[config.mk]
export PLATFORM = sky130hd
export DESIGN_NAME = can_control_status_regs
export DESIGN_NICKNAME = d
export VERILOG_FILES = /design/src/rtl/can_control_status_regs.v
export VERILOG_INCLUDE_DIRS = /design/src /design/src/inc
export SDC_FILE = /design/constraint.sdc
export NUM_CORES = 1
export LEC_CHECK = 0
export ABC_CLOCK_PERIOD_IN_PS = 3700
export BUFFER_PORTS_ARGS = -buffer_cell sky130_fd_sc_hd__clkbuf_2
export CORE_MARGIN = 4
export CORE_UTILIZATION = 47
export DETAILED_ROUTE_END_ITERATION = 12
export PLACE_DENSITY = 0.68
export SETUP_SLACK_MARGIN = 0.4
export SYNTH_ARGS = -nofsm -noshare
export SYNTH_HDL_FRONTEND = slang
export SYNTH_SLANG_ARGS = --single-unit
[constraint.sdc]
create_clock -name sys_clk -period 3.7 [get_ports sys_clk]
set_input_delay 0.37 -clock sys_clk [delete_from_list [all_inputs] [get_ports sys_clk]]
set_output_delay 0.37 -clock sys_clk [all_outputs]
set_load 0.02 [all_outputs]
[src/inc/can_csr_consts.vh]
// Constants of the CAN control and status register block.
// Included by the block's design file; holds definitions only.
`ifndef CAN_CSR_CONSTS_VH
`define CAN_CSR_CONSTS_VH

// Byte offsets on the APB register bus
`define OFS_MODE_CTRL 12'h000
`define OFS_CMP_LEN 12'h004
`define OFS_INT_SRC 12'h008
`define OFS_FIFO_CFG 12'h00C
`define OFS_FIFO_PTR 12'h010
`define OFS_FLAGS 12'h014
`define OFS_BUF_CLR 12'h018

// Mode control fields
`define BIT_HALT_IDLE 13
`define BIT_ABORT_ALL 12
`define REQ_HI 10
`define REQ_LO 8
`define CUR_HI 7
`define CUR_LO 5
`define BIT_CAPTURE 3
`define BIT_WINDOW 0

// Operating mode codes
`define MODE_NORMAL 3'h0
`define MODE_DISABLE 3'h1
`define MODE_LOOPBACK 3'h2
`define MODE_LISTEN 3'h3
`define MODE_CONFIG 3'h4
`define MODE_RSVD_A 3'h5
`define MODE_RSVD_B 3'h6
`define MODE_LISTEN_ALL 3'h7
`define MODE_RESET 3'h4

// Compare length
`define CMP_LEN_MAX 5'h11

// Interrupt source codes
`define INTERRUPT_SOURCE_CODE_NONE 7'h40
`define INTERRUPT_SOURCE_CODE_ERROR 7'h41
`define INTERRUPT_SOURCE_CODE_WAKE 7'h42
`define INTERRUPT_SOURCE_CODE_OVERFLOW 7'h43
`define INTERRUPT_SOURCE_CODE_FIFO 7'h44
`define MATCHED_FILTER_NUMBER_LO 8

// FIFO configuration and pointer fields
`define DMA_BUFFER_COUNT_HI 15
`define DMA_BUFFER_COUNT_LO 13
`define DMA_BUFFER_COUNT_RSVD 3'h7
`define FSA_HI 4
`define WPTR_LO 8

// Flag register bits
`define BIT_TX_BUS_OFF 13
`define BIT_INVALID 7
`define BIT_WAKEUP 6
`define BIT_ERROR 5
`define BIT_FIFO_FULL 3
`define BIT_OVERFLOW 2
`define BIT_RX_BUF 1
`define BIT_TX_BUF 0
`define FLAG_MASK 8'hEF

`endif

[src/rtl/can_control_status_regs.v]
// Control and status registers of a CAN controller, reached over APB.
// Assumes the protocol engine and message buffering run on sys_clk and
// deliver one-cycle event pulses and level states from that same clock.
//
// Notes on behaviour
// - Requested mode field selects normal, disable, loopback, listen, config, listen-all.
// - Current mode field reports the mode in effect; reads configuration after reset.
// - Abort-all bit aborts every pending transmission; hardware clears it afterwards.
// - Halt-in-idle bit stops the controller while the device idles.
// - Capture enable makes each received message produce a capture event.
// - Window select chooses filter registers when 1, buffer registers when 0.
// - Compare-length field gives leading data bits compared; 10010 upward invalid.
// - Matched filter number reports the accepting filter, 0 to 31.
// - Interrupt code reports none, error, wake-up, overflow, FIFO almost full.
// - Buffer interrupts report the buffer index as interrupt code.
// - DMA buffer count code selects 4 to 32 buffers; 111 reserved.
// - FIFO start field gives the first buffer of the receive FIFO.
// - Read-only pointer shows the buffer the FIFO writes next.
// - Read-only pointer shows the next FIFO buffer software should read.
// - Status bits show tx bus-off, tx error-passive, rx error-passive.
// - Warning bits show tx warning, rx warning, and either of them.
// - Error flag is set by any error-state source in the upper byte.
// - Invalid-message flag set by hardware; software may only clear it.
// - Wake-up flag set on bus activity; resets to 0; clear-only.
// - FIFO almost-full flag set by hardware; clear-only.
// - Receive overflow flag set when a message cannot be stored; clear-only.
// - Receive-buffer and transmit-buffer flags set by hardware; clear-only.
// - Current mode follows a new request only after an idle bus.
// - Disable during the initial idle wait aborts the pending transmission.
//
// The placing of the registers and register access over APB are this design's own decisions.
`timescale 1ns/1ps
`include "can_csr_consts.vh"

module can_control_status_regs #(
  parameter BUF_IDX_W = 4,
  parameter NUM_BUF_IRQ = 16
) (
  input wire sys_clk,
  input wire reset,
  // APB slave
  input wire psel,
  input wire penable,
  input wire pwrite,
  input wire [11:0] paddr,
  input wire [31:0] pwdata,
  output reg [31:0] prdata,
  output reg pready,
  output reg pslverr,
  // Protocol engine states and events
  input wire bus_idle_seen,
  input wire tx_idle_wait,
  input wire all_tx_aborted,
  input wire device_idle,
  input wire [4:0] cmp_len_in,
  input wire rx_msg_stored,
  input wire rx_to_fifo,
  input wire [4:0] rx_filter_hit,
  input wire [BUF_IDX_W-1:0] rx_buf_index,
  input wire tx_done,
  input wire [2:0] tx_buf_index,
  input wire fifo_read_done,
  input wire invalid_msg,
  input wire wake_activity,
  input wire fifo_almost_full,
  input wire rx_overflow,
  input wire tx_bus_off,
  input wire tx_error_passive,
  input wire rx_error_passive,
  input wire tx_warning,
  input wire rx_warning,
  // Controls towards the engine
  output reg [2:0] current_mode,
  output reg abort_all_tx,
  output reg abort_pending_tx,
  output reg module_halted,
  output reg capture_event,
  output reg register_window_select,
  output reg [4:0] data_compare_length,
  output reg compare_length_invalid
);

  // Number of buffers held in DMA memory for a count code
  function [5:0] buffer_total;
    input [2:0] code;
    begin
      case (code)
        3'h0: buffer_total = 6'h04;
        3'h1: buffer_total = 6'h06;
        3'h2: buffer_total = 6'h08;
        3'h3: buffer_total = 6'h0C;
        3'h4: buffer_total = 6'h10;
        3'h5: buffer_total = 6'h18;
        default: buffer_total = 6'h20;
      endcase
    end
  endfunction

  // Next FIFO buffer, wrapping from the last buffer back to the start
  function [5:0] fifo_next;
    input [5:0] ptr;
    input [4:0] start;
    input [2:0] code;
    begin
      if (ptr + 6'h01 >= buffer_total(code))
        fifo_next = {1'b0, start};
      else
        fifo_next = ptr + 6'h01;
    end
  endfunction

  // One-hot select of the writable register at an address
  function [3:0] write_target;
    input [11:0] addr;
    begin
      case (addr)
        `OFS_MODE_CTRL: write_target = 4'h1;
        `OFS_FIFO_CFG: write_target = 4'h2;
        `OFS_FLAGS: write_target = 4'h4;
        `OFS_BUF_CLR: write_target = 4'h8;
        default: write_target = 4'h0;
      endcase
    end
  endfunction

  reg [2:0] req_mode_q;
  reg halt_idle_q;
  reg capture_en_q;
  reg [2:0] dma_code_q;
  reg [4:0] fifo_start_q;
  reg [5:0] wptr_q;
  reg [5:0] rptr_q;
  reg [4:0] filter_hit_q;
  reg [5:0] err_state_q;
  reg [7:0] flags_q;
  reg [NUM_BUF_IRQ-1:0] buf_pend_q;
  reg [6:0] interrupt_source_code_q;
  reg [6:0] interrupt_source_code_d;
  reg [31:0] rdata_d;
  reg mapped_d;

  wire setup_ph;
  wire wr_acc;
  wire [3:0] wr_sel;
  wire wr_mode;
  wire wr_fcfg;
  wire wr_flags;
  wire wr_bclr;
  wire [2:0] wr_req;
  wire req_legal;
  wire mode_move;
  wire [5:0] err_state_d;
  wire err_rise;
  wire [7:0] flag_set;
  wire [7:0] flag_keep;

  // APB phases; a write lands on the access edge, where pready is high
  assign setup_ph = psel & ~penable;
  assign wr_acc = psel & penable & pready & pwrite;

  // Write strobes of the writable registers
  assign wr_sel = write_target(paddr);
  assign wr_mode = wr_acc & wr_sel[0];
  assign wr_fcfg = wr_acc & wr_sel[1];
  assign wr_flags = wr_acc & wr_sel[2];
  assign wr_bclr = wr_acc & wr_sel[3];
  assign wr_req = pwdata[`REQ_HI:`REQ_LO];

  // Reserved codes leave the old request standing
  assign req_legal = (wr_req != `MODE_RSVD_A) && (wr_req != `MODE_RSVD_B);
  // The mode in effect moves only on an idle bus, never mid-frame
  assign mode_move = (current_mode != req_mode_q) && bus_idle_seen;

  // Error states and the rise of any of them
  assign err_state_d = {tx_bus_off, tx_error_passive, rx_error_passive,
                        tx_warning, rx_warning, tx_warning | rx_warning};
  assign err_rise = |(err_state_d & ~err_state_q);

  // Hardware set events, and the keep mask of a software write
  assign flag_set = {invalid_msg, wake_activity, err_rise, 1'b0,
                     fifo_almost_full, rx_overflow, rx_msg_stored, tx_done};
  assign flag_keep = wr_flags ? pwdata[7:0] : 8'hFF;

  // Mode request and mode in effect
  always @(posedge sys_clk or posedge reset) begin
    if (reset) begin
      req_mode_q <= `MODE_RESET;
      current_mode <= `MODE_RESET;
      abort_pending_tx <= 1'b0;
    end else begin
      if (wr_mode && req_legal)
        req_mode_q <= wr_req;
      if (mode_move)
        current_mode <= req_mode_q;
      abort_pending_tx <= wr_mode && wr_req == `MODE_DISABLE && tx_idle_wait;
    end
  end

  // Abort-all request; a software set beats the engine's done
  always @(posedge sys_clk or posedge reset) begin
    if (reset) begin
      abort_all_tx <= 1'b0;
    end else if (wr_mode && pwdata[`BIT_ABORT_ALL]) begin
      abort_all_tx <= 1'b1;
    end else if (all_tx_aborted) begin
      abort_all_tx <= 1'b0;
    end
  end

  // Software control bits of the mode register
  always @(posedge sys_clk or posedge reset) begin
    if (reset) begin
      halt_idle_q <= 1'b0;
      capture_en_q <= 1'b0;
      register_window_select <= 1'b0;
    end else if (wr_mode) begin
      halt_idle_q <= pwdata[`BIT_HALT_IDLE];
      capture_en_q <= pwdata[`BIT_CAPTURE];
      register_window_select <= pwdata[`BIT_WINDOW];
    end
  end

  // Halt and capture outputs, one cycle behind their causes
  always @(posedge sys_clk or posedge reset) begin
    if (reset) begin
      module_halted <= 1'b0;
      capture_event <= 1'b0;
    end else begin
      module_halted <= halt_idle_q & device_idle;
      capture_event <= capture_en_q & rx_msg_stored;
    end
  end

  // Compare length from the filter engine
  always @(posedge sys_clk or posedge reset) begin
    if (reset) begin
      data_compare_length <= 5'h00;
      compare_length_invalid <= 1'b0;
    end else begin
      data_compare_length <= cmp_len_in;
      compare_length_invalid <= cmp_len_in > `CMP_LEN_MAX;
    end
  end

  // FIFO configuration and pointers
  always @(posedge sys_clk or posedge reset) begin
    if (reset) begin
      dma_code_q <= 3'h0;
      fifo_start_q <= 5'h00;
      wptr_q <= 6'h00;
      rptr_q <= 6'h00;
    end else if (wr_fcfg) begin
      if (pwdata[`DMA_BUFFER_COUNT_HI:`DMA_BUFFER_COUNT_LO] != `DMA_BUFFER_COUNT_RSVD)
        dma_code_q <= pwdata[`DMA_BUFFER_COUNT_HI:`DMA_BUFFER_COUNT_LO];
      fifo_start_q <= pwdata[`FSA_HI:0];
      wptr_q <= {1'b0, pwdata[`FSA_HI:0]};
      rptr_q <= {1'b0, pwdata[`FSA_HI:0]};
    end else begin
      if (rx_to_fifo)
        wptr_q <= fifo_next(wptr_q, fifo_start_q, dma_code_q);
      if (fifo_read_done)
        rptr_q <= fifo_next(rptr_q, fifo_start_q, dma_code_q);
    end
  end

  // Registered error states and the filter of the last stored message
  always @(posedge sys_clk or posedge reset) begin
    if (reset) begin
      err_state_q <= 6'h00;
      filter_hit_q <= 5'h00;
    end else begin
      err_state_q <= err_state_d;
      if (rx_msg_stored)
        filter_hit_q <= rx_filter_hit;
    end
  end

  // Clear-only flags; a hardware set in the same cycle beats the clear
  always @(posedge sys_clk or posedge reset) begin
    if (reset)
      flags_q <= 8'h00;
    else
      flags_q <= ((flags_q & flag_keep) | flag_set) & `FLAG_MASK;
  end

  // Per-buffer pending bits; writing 1 to the clear register drops one
  genvar gi;
  generate
    for (gi = 0; gi < NUM_BUF_IRQ; gi = gi + 1) begin : g_pend
      wire set_rx = rx_msg_stored && rx_buf_index == gi;
      wire set_tx = tx_done && tx_buf_index == gi;
      always @(posedge sys_clk or posedge reset) begin
        if (reset)
          buf_pend_q[gi] <= 1'b0;
        else if (set_rx || set_tx)
          buf_pend_q[gi] <= 1'b1;
        else if (wr_bclr && pwdata[gi])
          buf_pend_q[gi] <= 1'b0;
      end
    end
  endgenerate

  // Interrupt code by fixed priority: module events, then lowest buffer
  integer bi;
  always @* begin
    interrupt_source_code_d = `INTERRUPT_SOURCE_CODE_NONE;
    for (bi = NUM_BUF_IRQ - 1; bi >= 0; bi = bi - 1) begin
      if (buf_pend_q[bi])
        interrupt_source_code_d = bi[6:0];
    end
    if (flags_q[`BIT_FIFO_FULL])
      interrupt_source_code_d = `INTERRUPT_SOURCE_CODE_FIFO;
    if (flags_q[`BIT_OVERFLOW])
      interrupt_source_code_d = `INTERRUPT_SOURCE_CODE_OVERFLOW;
    if (flags_q[`BIT_WAKEUP])
      interrupt_source_code_d = `INTERRUPT_SOURCE_CODE_WAKE;
    if (flags_q[`BIT_ERROR])
      interrupt_source_code_d = `INTERRUPT_SOURCE_CODE_ERROR;
  end

  // Registered code, so a read sees a settled value
  always @(posedge sys_clk or posedge reset) begin
    if (reset)
      interrupt_source_code_q <= `INTERRUPT_SOURCE_CODE_NONE;
    else
      interrupt_source_code_q <= interrupt_source_code_d;
  end

  // Read data mux
  always @* begin
    rdata_d = 32'h00000000;
    mapped_d = 1'b1;
    case (paddr)
      `OFS_MODE_CTRL: begin
        rdata_d[`BIT_HALT_IDLE] = halt_idle_q;
        rdata_d[`BIT_ABORT_ALL] = abort_all_tx;
        rdata_d[`REQ_HI:`REQ_LO] = req_mode_q;
        rdata_d[`CUR_HI:`CUR_LO] = current_mode;
        rdata_d[`BIT_CAPTURE] = capture_en_q;
        rdata_d[`BIT_WINDOW] = register_window_select;
      end
      `OFS_CMP_LEN: rdata_d[4:0] = data_compare_length;
      `OFS_INT_SRC: begin
        rdata_d[`MATCHED_FILTER_NUMBER_LO+4:`MATCHED_FILTER_NUMBER_LO] = filter_hit_q;
        rdata_d[6:0] = interrupt_source_code_q;
      end
      `OFS_FIFO_CFG: begin
        rdata_d[`DMA_BUFFER_COUNT_HI:`DMA_BUFFER_COUNT_LO] = dma_code_q;
        rdata_d[`FSA_HI:0] = fifo_start_q;
      end
      `OFS_FIFO_PTR: begin
        rdata_d[`WPTR_LO+5:`WPTR_LO] = wptr_q;
        rdata_d[5:0] = rptr_q;
      end
      `OFS_FLAGS: begin
        rdata_d[`BIT_TX_BUS_OFF:8] = err_state_q;
        rdata_d[7:0] = flags_q;
      end
      `OFS_BUF_CLR: rdata_d[NUM_BUF_IRQ-1:0] = buf_pend_q;
      default: mapped_d = 1'b0;
    endcase
  end

  // APB answer: registered in setup, valid through the access cycle
  always @(posedge sys_clk or posedge reset) begin
    if (reset) begin
      prdata <= 32'h00000000;
      pready <= 1'b0;
      pslverr <= 1'b0;
    end else begin
      pready <= setup_ph;
      pslverr <= setup_ph & ~mapped_d;
      if (setup_ph)
        prdata <= pwrite ? 32'h00000000 : rdata_d;
    end
  end

endmodule

==> results summary, run 1 <==
The number of standard-cell rows in the floorplan came out at 38. The DRC violation count after routing came out at 0. The number of maximum-capacitance constraint violations is 0. STA classifies the critical path endpoint as a flip-flop.

The total standard cell area after synthesis came out at 5290 µm². The sink count of the clock tree came out at 96. The first-pass GRT wire length is 23.5 mm.

In this run the most critical hold path is launched from cmp_len_in[0]. The post-synthesis to final-layout area growth came out at 14.3%. The mux cell area share after synthesis came out at 8.95%. The critical path buffer and inverter count came out at 0. The initial antenna violation count is 0. The count of nets left with antenna violations once routing finished came out at 0. The worst setup skew after layout is 0.00350 ns. The sequential power share came out at 45.6%. The headroom to the max-slew limit came out at 31.3%. The worst-case IR drop observed on VDD is 0.212 mV. The final routed wire length divided by cell count came out at 18.8 µm. Summing the areas of all fa, ha and maj instances in the mapped netlist gives 2.84% of the synthesized area. The port buffer count is 98. Summing the areas of all and, or, nand and nor instances in the mapped netlist gives 17.1% of the synthesized area. After clock tree synthesis, the flow added hold-fix buffers numbering 0. Counting instances, the worst hold path has a depth of 1.

The setup total negative slack came out at 0 ns. The overall power consumption is 2680 µW. The critical path's slowest cell is dfrtp_1. Including well taps, the total number of placed cells is 761. The number of hold violations in the final report came out at 0. At the later pin of the worst-skew pair, clock insertion delay measures 0.34 ns. The overall die width came out at 114 µm. Static timing analysis puts the maximum clock frequency at 0.399 GHz. The count of cell types in the netlist is 58. The power density normalized to cell area is 443 nW/µm². Summed over all layers, the global routing overflow is 0. The worst setup path is launched from a flip-flop. The power share of the combinational group came out at 22.6%. After synthesis, the mean cell area works out to 9.61 µm². The startpoint identified for the worst register-to-register timing path is wptr_q[0]$_DFFE_PP0P_. The number of standard cells in the layout, taps in and fillers out is 777. The total wire length came out at 14.6 mm. The count of flip-flops with a built-in enable after synthesis came out at 0. The total of warnings raised by yosys is 0. Walking the worst path, the cells encountered are ha_1 -> nand3_1 -> xnor2_1 -> ha_1 -> o21a_1 -> nor2_1 -> a21o_1 -> mux2_2 -> o21ai_0. Setup repair after global routing left no endpoint under its margin.

The overall die area is 13000 µm². The run finished with clean final reports. The cell-internal power is 1850 µW. The fraction of the cycle the final worst path needs came out at 67.7%. The final period demand of the worst path came out at 2.50 ns.

TritonCTS built the clock tree. The number of instances resized during post-cts repair is 0. By area, the combinational part of the netlist is dominated by compound AO/OA/AOI/OAI gates. After the first detailed-routing iteration, the DRC count stood at 322. The class of the most critical hold timing path is in -> reg.

The share of the synthesized netlist area taken by xor and xnor gates is 1.49%. The global placer's final weighted congestion came out at 0.921. The critical path startpoint is wptr_q[0]$_DFFE_PP0P_. The count of cells along the worst register-to-register path came out at 9. After clock tree synthesis, the setup repair step added 0 buffers. The half-perimeter wire length after placement is 11.2 mm. For this run, the leading register cell type out of synthesis is dfrtp_1. The leakage dissipation came out at 0.00278 µW. The starting utilization of the core area came out at 48.3%. The area of the core came out at 10900 µm². Clock-pin slew was measured on the worst setup and hold paths at 0.06 ns. The overall global routing resource usage came out at 23.1%. The first-pass iteration count of the detailed router came out at 5. The mean number of vias per cell came out at 5.80. The worst path required time came out at 3.96 ns. In this design, the critical path's most frequently occurring cell is ha_1.

Of the cells placed in the final design, the portion with a size suffix greater than 1 is 22.6%. In the layout the commonest cells are clkbuf_2, dfrtp_1, nand2_1, o21ai_0, nor2_1. The count of state elements after synthesis is 96. The number of inserted diodes came out at 0. The number of buffers inserted during clock tree synthesis is 9. The cell count after synthesis is 550. The reported net switching power is 830 µW. The height of the die came out at 114 µm. The clock passes through at most 2 buffers. The number of fill cells in the layout is 991.

The final layout contains 727 nets. The share of the yosys chip area belonging to registers is 45.5%. The count of pins over their slew limit was 0. In this run the count of I/O pins placed on the die edge is 131. The worst-path maximum fanout came out at 6. The synthesized-area fraction occupied by ao, oa, aoi and oai cells came out at 17.5%. The worst endpoint data arrival time came out at 2.76 ns. In this run the number of H-tree levels came out at 3.

Leaving out fill and tap cells, the most frequent cell in the layout is clkbuf_2. The final hold slack came out at 0.144 ns. The clock network fraction of design power is 31.8%. The critical path in this run is classified as reg -> reg. The count of endpoints failing setup in the final report came out at 0. The transition at the pin with the smallest max-transition slack is 1.03 ns. The via count came out at 4503. CTS placed an instance of clkbuf_16 at the clock tree root. Entering global routing, the biggest net connects 61 pins. The via count of the first global-routing pass came to 4462. On the worst path, the slowest cell contributes a delay of 0.44 ns. The share of flip-flops with an asynchronous set or reset after synthesis is 100%.

The kind of cell adding the most delay to the critical path is compound AO/OA/AOI/OAI gates. The number of stages on the worst setup path came out at 9. Of the total power, the share spent switching nets is 31.0%.
[worst paths after layout]
check,end,slack (ns)
worst max-delay path,wptr_q[2]$_DFFE_PP0P_,1.20
worst min-delay path,data_compare_length[0]$_DFF_PP0_,0.14
worst max register to register,wptr_q[2]$_DFFE_PP0P_,1.20
worst min register to register,prdata[8]$_DFFE_PP0P_,0.48
max in group asynchronous,req_mode_q[2]$_DFFE_PP1P_,2.67
min in group asynchronous,err_state_q[4]$_DFF_PP0_,0.23
[through the flow]
| stage | setup WS, ns | util (%) | instance area [µm²] |
|---|---|---|---|
| after CTS | 1.23 | 55.3 | 6040 |
| final | 1.20 | 55.3 | 6040 |
| after global routing | 0.999 | 55.3 | 6040 |
| after floorplan | 0.830 | - | 5340 |
| after global placement | 1.25 | 52.8 | 5780 |
| after detailed placement | 1.26 | 52.8 | 5780 |
[synth_stat cells (3+ instances only)]
master	number	area (µm²)
nand3_1	18	90.1
mux2_2	20	225
o2bb2ai_1	4	35.0
nor2b_1	15	93.8
nand2_1	69	259
dfstp_2	3	78.8
mux4_2	3	67.6
buf_4	17	128
mux2i_1	18	180
inv_1	25	93.8
nand3b_1	3	22.5
a22o_1	5	43.8
and2_1	4	25.0
nor3_1	15	75.1
nor2_1	26	97.6
a32o_1	3	30.0
o211ai_1	3	22.5
buf_2	6	30.0
a22oi_1	14	105
a21o_1	7	52.6
dfrtp_1	93	2330
a21oi_1	24	120
a311oi_1	3	26.3
o22a_1	5	43.8
and3_1	4	25.0
a221o_1	6	60.1
ha_1	12	150
clkbuf_1	17	63.8
o21ai_0	39	195
xor2_1	4	35.0
nand2b_1	16	100
nor4_1	6	37.5
a211oi_1	4	30.0
xnor2_1	5	43.8
[state kept, by name, summed over array words and instances (netlist names), 3 cells and up]
register,flops
fifo_start_q,5
rptr_q,6
prdata,16
err_state_q,6
dma_code_q,3
req_mode_q,3
current_mode,3
flags_q,7
buf_pend_q,16
wptr_q,6
filter_hit_q,5
interrupt_source_code_q,5
data_compare_length,5
[per-layer routing]
| metal | GRT usage, % | routed length, µm |
|---|---|---|
| met1 | 32.1 | 6570 |
| met2 | 36.7 | 6690 |
| met3 | 3.50 | 922 |
| met4 | 8.31 | 435 |
| met5 | 0 | 0 |
[cell families (layout without fill, tap and decap cells)]
family / count (synthesis) / after routing
AOI/OAI and AO/OA: 137 / 137
xor gates and xnor gates: 9 / 9
other: 1 / 16
buffers and inverters: 68 / 140
adders and majority gates: 12 / 12
muxes: 41 / 41
DFF: 96 / 96
and+or+nand+nor: 186 / 186
[layout make-up]
| cell class | instances | area, µm² | share of cell area (%) |
|---|---|---|---|
| Clock buffer | 11 | 233 | 3.85 |
| Clock inverter | 5 | 32.5 | 0.538 |
| Inverter | 25 | 95.1 | 1.57 |
| Multi-Input combinational cell | 401 | 2590 | 42.9 |
| Sequential cell | 96 | 2410 | 39.8 |
| Tap cell | 140 | 175 | 2.90 |
| Timing Repair Buffer | 99 | 510 | 8.45 |
[power groups by stage]
stage                     logic (µW)  clock network (µW)  registers, µW
after floorplan                  471                   0           1190
after global routing             672                 909           1230
after global placement           574                   0           1240
final                            606                 852           1220
after detailed placement         595                   0           1240
after CTS                        604                 870           1220
Power figures use the tool's default switching activity.
==> run 2, diff against run 1 <==
- ABC_AREA: not set -> 1
- ABC_CLOCK_PERIOD_IN_PS: 3700 -> 2090
- PLACE_DENSITY: 0.68 -> 0.71
- clock period: 3.7 -> 2.09 ns (I/O delays scaled with it)
==> run 2 against run 1 <==
Compared with the run above: critical endpoint is now rptr_q[1]$_DFFE_PP0P_; final cell count grew 18%; clock skew grew 0.0070 ns; highest routed layer unchanged; count of clock-buffer cells in the layout grew 3; the run now ends with negative setup slack left; largest power group unchanged; sequential share of layout area shrank 2.9 points; total power grew 95%.
==> results summary, run 2 <==
The number of cells on the worst hold path came out at 2 (+1). The count of cell types in the netlist came to 47 (-19%). The first-pass GRT wire length is 25.0 mm (+6.4%). The residual antenna-violating net count after detailed routing came out at 0 (unchanged).

The worst-path maximum fanout is 6 (unchanged). The final routed wire length divided by cell count came out at 17.6 µm (-6.6%). The signal on the critical path passes through nand4_1 -> nor2_1 -> xor2_1 -> ha_1 -> nand2_2 -> inv_2 -> nand3b_1 -> o2111ai_2 -> buf_6 -> nand2_2 -> o21ai_2 -> o221ai_1.

The fraction of the cycle the final worst path needs is 107% (+39 points). The count of flip-flops with a built-in enable after synthesis is 0 (unchanged). The deepest level of the CTS H-tree came out at 3 (unchanged).

The routed length on met1 was 6.89 mm (+4.9%). By area the synthesized netlist is led by dfrtp_1, nand2_1, inv_1. The sum of met2 wire segment lengths after detailed routing was 7.14 mm (+6.9%). The overall die width was 113 µm (-1.3%).

The DRC violation count after routing is 0 (unchanged). The cell count after synthesis came out at 627 (+14%). The worst voltage drop across the vdd grid is 0.429 mV (+100%). The worst slack at placement was -0.0560 ns (-1.31 ns). The type of element capturing the critical path is a flip-flop. The highest clock rate came out at 0.448 GHz (+12%). The worst setup skew after layout is 0.0105 ns (+0.00698 ns). The largest registers in the layout are buf_pend_q: 16 flops, prdata: 16 flops, flags_q: 7 flops. The number of inserted diodes is 0 (unchanged).

The setup path with the least slack is of type reg -> reg. The share of flip-flops with an asynchronous set or reset after synthesis came out at 100% (unchanged). The worst path required time is 2.36 ns (-1.60 ns). The share of layout cells above drive strength 1 is 27.7% (+5.1 points).

The height of the die was 113 µm (-1.3%). The final period demand of the worst path came out at 2.23 ns (-0.274 ns). Among the stages of the critical path, the cell type that occurs most often is nand2_2. The area of the core came to 10500 µm² (-3.9%).

Setup repair after global routing could not meet its margin everywhere. The port buffer count came out at 98 (unchanged). The total wire length came out at 16.1 mm (+10%). The half-perimeter wire length after placement came to 12.3 mm (+9.7%).

The class of the most critical hold timing path is in -> reg. The number of top-level pins is 131 (unchanged). For this run, the leading register cell type out of synthesis is dfrtp_1. The headroom to the max-slew limit came out at 61.5% (+30 points). The share of the yosys chip area belonging to registers is 46.8% (+1.3 points).

The number of standard-cell rows in the floorplan is 37 (-2.6%). The count of cells along the worst register-to-register path is 12 (+3). The overall global routing resource usage came out at 24.9% (+1.9 points).

The library cells used most frequently in the layout, excluding fill and tap cells, are nand2_1, clkbuf_2, dfrtp_1, inv_1, o21ai_0. The overall die area is 12700 µm² (-2.5%). The startpoint type of the worst setup path is a flip-flop. The root buffer cell chosen for the clock tree is clkbuf_8.

The slack of the critical path came out at -0.140 ns (-1.34 ns). The total standard cell area after synthesis came to 5140 µm² (-2.7%). The flow ran to the end, but the final reports show violations.

The leakage dissipation came out at 0.00332 µW (+20%). The maximum number of pins on one net before global-route repair came out at 37 (-39%). The post-route standard cell area excluding fillers came out at 6520 µm² (+7.8%). The starting utilization of the core area is 48.9% (+0.60 points). The total of warnings raised by yosys is 0 (unchanged). The first-pass iteration count of the detailed router came out at 6 (+1). The leading cell type by number of instances after synthesis is nand2_1. The number of DRC markers after the initial detailed-route iteration came out at 497 (+54%). Summed over all instances, the cell type with the most area after synthesis is dfrtp_1. The sum of overflow across all layers after global routing came out at 0 (unchanged). The buffer depth of the longest clock path is 2 (unchanged). The count of pins over their slew limit is 0 (unchanged). The mean number of vias per cell came out at 5.57 (-3.9%). The clock latency reported for the late side of the worst-skew pair is 0.37 ns (+0.03 ns).

The transition at the pin with the smallest max-transition slack came to 0.577 ns (-0.452 ns). The via count of the first global-routing pass came out at 4890 (+9.6%). The number of hold violations in the final report is 0 (unchanged).

The number of maximum-capacitance constraint violations came out at 0 (unchanged). The highest metal layer carrying signal wires in the routed design is met4. The checks that failed: negative setup slack. The sink count of the clock tree is 96 (unchanged). By count the netlist is led by nand2_1, inv_1, dfrtp_1. The detailed-routed wire length on met3 is 1.60 mm (+74%). The count of state elements after synthesis came out at 96 (unchanged). The post-synthesis to final-layout area growth is 26.7%. The area share of the largest cell type after synthesis is 45.3% (+1.2 points). The setup total negative slack came out at -1.08 ns (-1.08 ns). The most common library cell in the layout ignoring fill and taps is nand2_1. The layout net count is 871 (+20%). The placed standard-cell area came out at 5900 µm² (+2.2%). TritonCTS built the clock tree. The critical path's slowest cell is dfrtp_1. The mean instance size in the synthesized netlist is 8.20 µm² (-15%). The delay contributed by the slowest stage of the critical path is 0.43 ns (about the same).

The initial antenna violation count is 0 (unchanged). The worst endpoint data arrival time is 2.50 ns (-0.26 ns). The power density normalized to cell area is 800 nW/µm² (+80%). The register clock-pin slew on the reported worst setup and hold paths came out at 0.09 ns (+0.03 ns). The global placer's final weighted congestion came out at 0.914 (-0.75%).

The count of endpoints failing setup in the final report is 11 (+11). The via count is 5107 (+13%). The number of buffers inserted during clock tree synthesis came out at 9 (unchanged).
## run 2: changes by cell type in the layout (fill, tap and decap cells not counted), sizes merged, moves of 14 or more
cell    previous run  this run
nand2             70       152
o221ai             0        18
nor2b             15         0
mux2              20         1
o21ai             39        62
a21oi             24        10
a22oi             14         0
inv               25       100
nand2b            16         0
buf                1        38
mux2i             18         0
## run 2: kinds of logic (layout without fill, tap and decap cells)
family | Yosys count | in the layout | share of synthesized area, %
DFF | 96 | 96 | 46.8
other | 1 | 16 | 0.0729
and+or+nand+nor | 242 | 242 | 20.6
AOI/OAI and AO/OA | 141 | 141 | 17.7
muxes | 1 | 1 | 0.219
adders and majority gates | 12 | 12 | 2.92
buffers and inverters | 128 | 267 | 10.7
xor gates and xnor gates | 6 | 6 | 1.02
## run 2: layout make-up
class,count,area (µm²)
repair buffers,148,940
flip-flops and latches,96,2410
fillers,915,3990
well taps,136,170
multi-input cells,418,2420
clock inverters,2,12.5
inverters,103,397
clock buffers,14,173
## run 2: timing repair
item,4_1_cts,5_1_grt
setup buffers,4,10
setup endpoints to repair,12,16
gates resized for setup,19,33
pin swaps,7,18
hold buffers,12,0
cloned,1,1
hold endpoints to repair,30,0
## run 2: metrics by stage
step	utilization [%]	hold WS, ns	std cells	power (µW)
after floorplan	-	0.240	642	3040
after detailed placement	56.2	0.289	873	3500
after CTS	60.1	0.0110	906	4860
final	62.0	0.0187	917	5210
after global placement	56.2	0.275	873	3460
after global routing	62.0	0.0180	917	5480
## run 2: path summary, 6_finish.rpt
kind | from | endpoint | slack (ns)
max | rptr_q[0]$_DFFE_PP0P_ | rptr_q[1]$_DFFE_PP0P_ | -0.14
min | pwdata[10] | abort_pending_tx$_DFF_PP0_ | 0.02
max reg2reg | rptr_q[0]$_DFFE_PP0P_ | rptr_q[1]$_DFFE_PP0P_ | -0.14
min reg2reg | flags_q[6]$_DFF_PP0_ | interrupt_source_code_q[2]$_DFF_PP0_ | 0.48
max in group asynchronous | reset | prdata[11]$_DFFE_PP0P_ | 0.88
min in group asynchronous | reset | wptr_q[3]$_DFFE_PP0P_ | 0.43
## run 2: per-layer routing
metal,up-vias,global-route usage [%]
met5,-,0
met4,0,7.93
met3,38,5.82
met2,302,38.3
met1,2390,35.0
li1,2377,-
## run 2: critical path: cells and delay by family, from the launching register on
family                   cells  cell delay, ns
XOR/XNOR                     1            0.21
AO/OA/AOI/OAI                3            0.39
adder cells (fa/ha/maj)      1            0.29
AND/OR/NAND/NOR              5            0.58
flip-flops                   1            0.43
buffers and inverters        2            0.23
## run 2: where the power goes
group / leakage, µW / internal [µW] / switching, µW / total [µW]
combinational: 0.00211 / 848 / 1040 / 1890
clock: 0.0000927 / 531 / 637 / 1170
sequential: 0.00112 / 2010 / 143 / 2160
==> run 3, diff against run 2 <==
- ABC_CLOCK_PERIOD_IN_PS: 2090 -> 2000
- BUFFER_PORTS_ARGS: -buffer_cell sky130_fd_sc_hd__clkbuf_2 -> not set
- DONT_BUFFER_PORTS: not set -> 1
- PLACE_DENSITY: 0.71 -> 0.69
- clock period: 2.09 -> 2 ns (I/O delays scaled with it)
==> run 3 against run 2 <==
Compared with the run above: the run still ends with negative setup slack left; fmax is 3.6% higher; sequential share of layout area up 0.19 points; final cell count fell by 5.2%; worst hold slack lost 0.011 ns; non-clock buffer count down 48; clock skew up 0.0014 ns; global-route usage grew 0.47 points; die area stayed put; setup slack worse by 0.012 ns; clock power is 30% higher; critical path depth shrank 1; largest power group unchanged.
==> results summary, run 3 (same netlist as run 2, synthesis figures left out) <==
The leakage dissipation was 0.00311 µW (-6.3%). The highest metal layer used by the detailed router is met4. In this run the most critical hold path is launched from rx_buf_index[1]. The worst endpoint data arrival time came out at 2.40 ns (-0.10 ns).

The DRC violation count after routing is 0 (unchanged). The overall die width is 113 µm (unchanged). The root buffer cell chosen for the clock tree is clkbuf_8. The routed length on met1 came out at 7.05 mm (+2.3%).

The share of layout cells above drive strength 1 was 16.9% (-11 points). Setup repair after global routing could not meet its margin everywhere. The transition at the pin with the smallest max-transition slack came out at 0.549 ns (-0.0278 ns). The buffer depth of the longest clock path is 2 (unchanged). The port buffer count came out at 0 (-100%). The mean number of vias per cell came out at 5.66 (+1.6%). The headroom to the max-slew limit came to 63.4% (+1.9 points).

The power density normalized to cell area is 888 nW/µm² (+11%). The first-pass GRT wire length is 25.5 mm (+2.2%). The overall global routing resource usage came out at 25.4% (+0.47 points). The height of the die is 113 µm (unchanged). The layout net count came out at 823 (-5.5%).

The count of endpoints failing setup in the final report came out at 11 (unchanged). The checks that failed: negative setup slack. The worst-path maximum fanout is 5 (-1). The final hold slack was 0.00745 ns (-0.0112 ns). The count of pins over their slew limit is 0 (unchanged). The min-delay analysis places its worst path in the category in -> reg.

The half-perimeter wire length after placement is 11.9 mm (-3.1%). The highest clock rate came out at 0.465 GHz (+3.6%). In the layout the commonest cells are nand2_1, dfrtp_1, inv_1, dlygate4sd3_1, buf_4. The number of DRC markers after the initial detailed-route iteration came out at 574 (+15%). The setup total negative slack is -1.25 ns (-0.170 ns). The initial antenna violation count is 0 (unchanged). The detailed-routed wire length on met3 is 1.62 mm (+1.3%). The residual antenna-violating net count after detailed routing came out at 0 (unchanged). The worst register-to-register path begins at wptr_q[0]$_DFFE_PP0P_. The startpoint type of the worst setup path is a flip-flop.

The count of cells along the worst register-to-register path came out at 11 (-1). For hold timing, the worst endpoint is buf_pend_q[13]$_DFFE_PP0P_. The slack of the worst reg-to-reg path is -0.15 ns (about the same). The fraction of the cycle the final worst path needs came out at 108% (+0.90 points). The number of cells on the worst hold path came out at 3 (+1). The endpoint identified for the worst register-to-register timing path is wptr_q[3]$_DFFE_PP0P_.

The library cell used most frequently in the layout, excluding fill and tap cells, is nand2_1. The global placer's final weighted congestion is 0.931 (+1.8%). The number of hold violations in the final report came out at 0 (unchanged). The sum of overflow across all layers after global routing came out at 0 (unchanged).

The overall die area is 12700 µm² (unchanged). The worst voltage drop across the vdd grid is 0.705 mV (+65%). The flow ran to the end, but the final reports show violations. The worst setup skew after layout is 0.0119 ns (+0.00145 ns). The via count of the first global-routing pass came out at 4743 (-3.0%). The worst path required time is 2.25 ns (-0.11 ns).

The maximum number of pins on one net before global-route repair came to 97 (+160%). The worst setup path is captured at a flip-flop. The deepest level of the CTS H-tree came to 3 (unchanged). The area of the core is 10500 µm² (unchanged).

In the final layout, the registers with the most flip-flops are buf_pend_q: 16 flops, prdata: 16 flops, flags_q: 7 flops. The number of top-level pins is 131 (unchanged). The number of buffers inserted during clock tree synthesis was 9 (unchanged). The via count is 4916 (-3.7%). The starting utilization of the core area is 48.9% (unchanged).

The final routed wire length divided by cell count is 18.7 µm (+6.3%). The critical path class is reg -> reg. The slack of the critical path is -0.153 ns (-0.0120 ns).

The sum of met2 wire segment lengths after detailed routing came to 7.22 mm (+1.1%). TritonCTS built the clock tree. The final period demand of the worst path is 2.15 ns (-0.0780 ns). The clock latency reported for the late side of the worst-skew pair came to 0.38 ns (about the same).

The first-pass iteration count of the detailed router is 6 (unchanged). The number of inserted diodes is 0 (unchanged). The register clock-pin slew on the reported worst setup and hold paths was 0.10 ns (about the same). The critical path starts at wptr_q[0]$_DFFE_PP0P_. The sink count of the clock tree came out at 96 (unchanged). The number of standard-cell rows in the floorplan is 37 (unchanged). The number of maximum-capacitance constraint violations came out at 0 (unchanged). Relative to the synthesized area, the layout overhead comes to 26.1%.

The total wire length is 16.2 mm (+0.76%).
## run 3: changes by cell type in the layout (fill, tap and decap cells not counted), moves of 2 or more
| cell | change |
|---|---|
| buf_4 | +15 |
| bufinv_16 | +2 |
| clkbuf_1 | -2 |
| clkbuf_2 | -98 |
| dlygate4sd3_1 | +36 |
| nand2_1 | +5 |
| nand2_2 | -4 |
| o21ai_1 | +3 |
| o21ai_4 | -2 |
## run 3: area by class of cell
type | count | area [µm²]
fillers | 906 | 4030
clock inverters | 4 | 75.1
clock buffers | 12 | 165
repair buffers | 100 | 902
inverters | 103 | 397
flip-flops and latches | 96 | 2410
well taps | 136 | 170
multi-input cells | 418 | 2370
## run 3: stage by stage
stage	utilization, %	area [µm²]	setup slack, ns	total power (µW)	instances
floorplan	-	5230	0.0502	3170	642
global placement	52.5	5520	-0.0350	3710	791
detailed placement	52.5	5520	-0.108	3780	791
CTS	59.9	6290	-0.104	5440	858
global route	61.7	6480	-0.279	6040	869
finish	61.7	6480	-0.153	5760	869
## run 3: worst max-delay path, cell delays in order, from the launching register on
cell       delay (ns)
dfrtp_1          0.42
nand4_1          0.14
nor2_1           0.15
xor2_1           0.22
ha_1             0.29
nand2_2          0.09
inv_2            0.04
nand3b_1         0.08
o2111ai_2        0.17
buf_6            0.18
o21ai_1          0.12
o221ai_1         0.12
## run 3: routing by layer
| layer | GRT usage, % | vias up |
|---|---|---|
| met2 | 38.5 | 263 |
| met5 | 0 | - |
| met1 | 36.2 | 2347 |
| met4 | 6.41 | 0 |
| li1 | - | 2276 |
| met3 | 6.85 | 30 |
## run 3: how the worst max path moves through the flow
stage                                  to  depth (start not counted)
finish              wptr_q[3]$_DFFE_PP0P_                         11
global route        rptr_q[2]$_DFFE_PP0P_                         12
CTS                 rptr_q[1]$_DFFE_PP0P_                         11
detailed placement  rptr_q[1]$_DFFE_PP0P_                         11
global placement    wptr_q[4]$_DFFE_PP0P_                         13
floorplan           wptr_q[2]$_DFFE_PP0P_                         13
## run 3: report_power, final
group	internal, µW	leakage [µW]	switching [µW]
clock network	807	0.000115	716
logic	952	0.00188	1010
registers	2100	0.00112	169
## run 3: what timing repair did
| action | 4_1_cts | 5_1_grt |
|---|---|---|
| hold endpoints to repair | 140 | 1 |
| pin swaps | 1 | 13 |
| cloned | 1 | 1 |
| resized for setup | 9 | 29 |
| setup buffers | 3 | 9 |
| endpoints found under the setup margin | 13 | 16 |
| hold buffers | 47 | 1 |
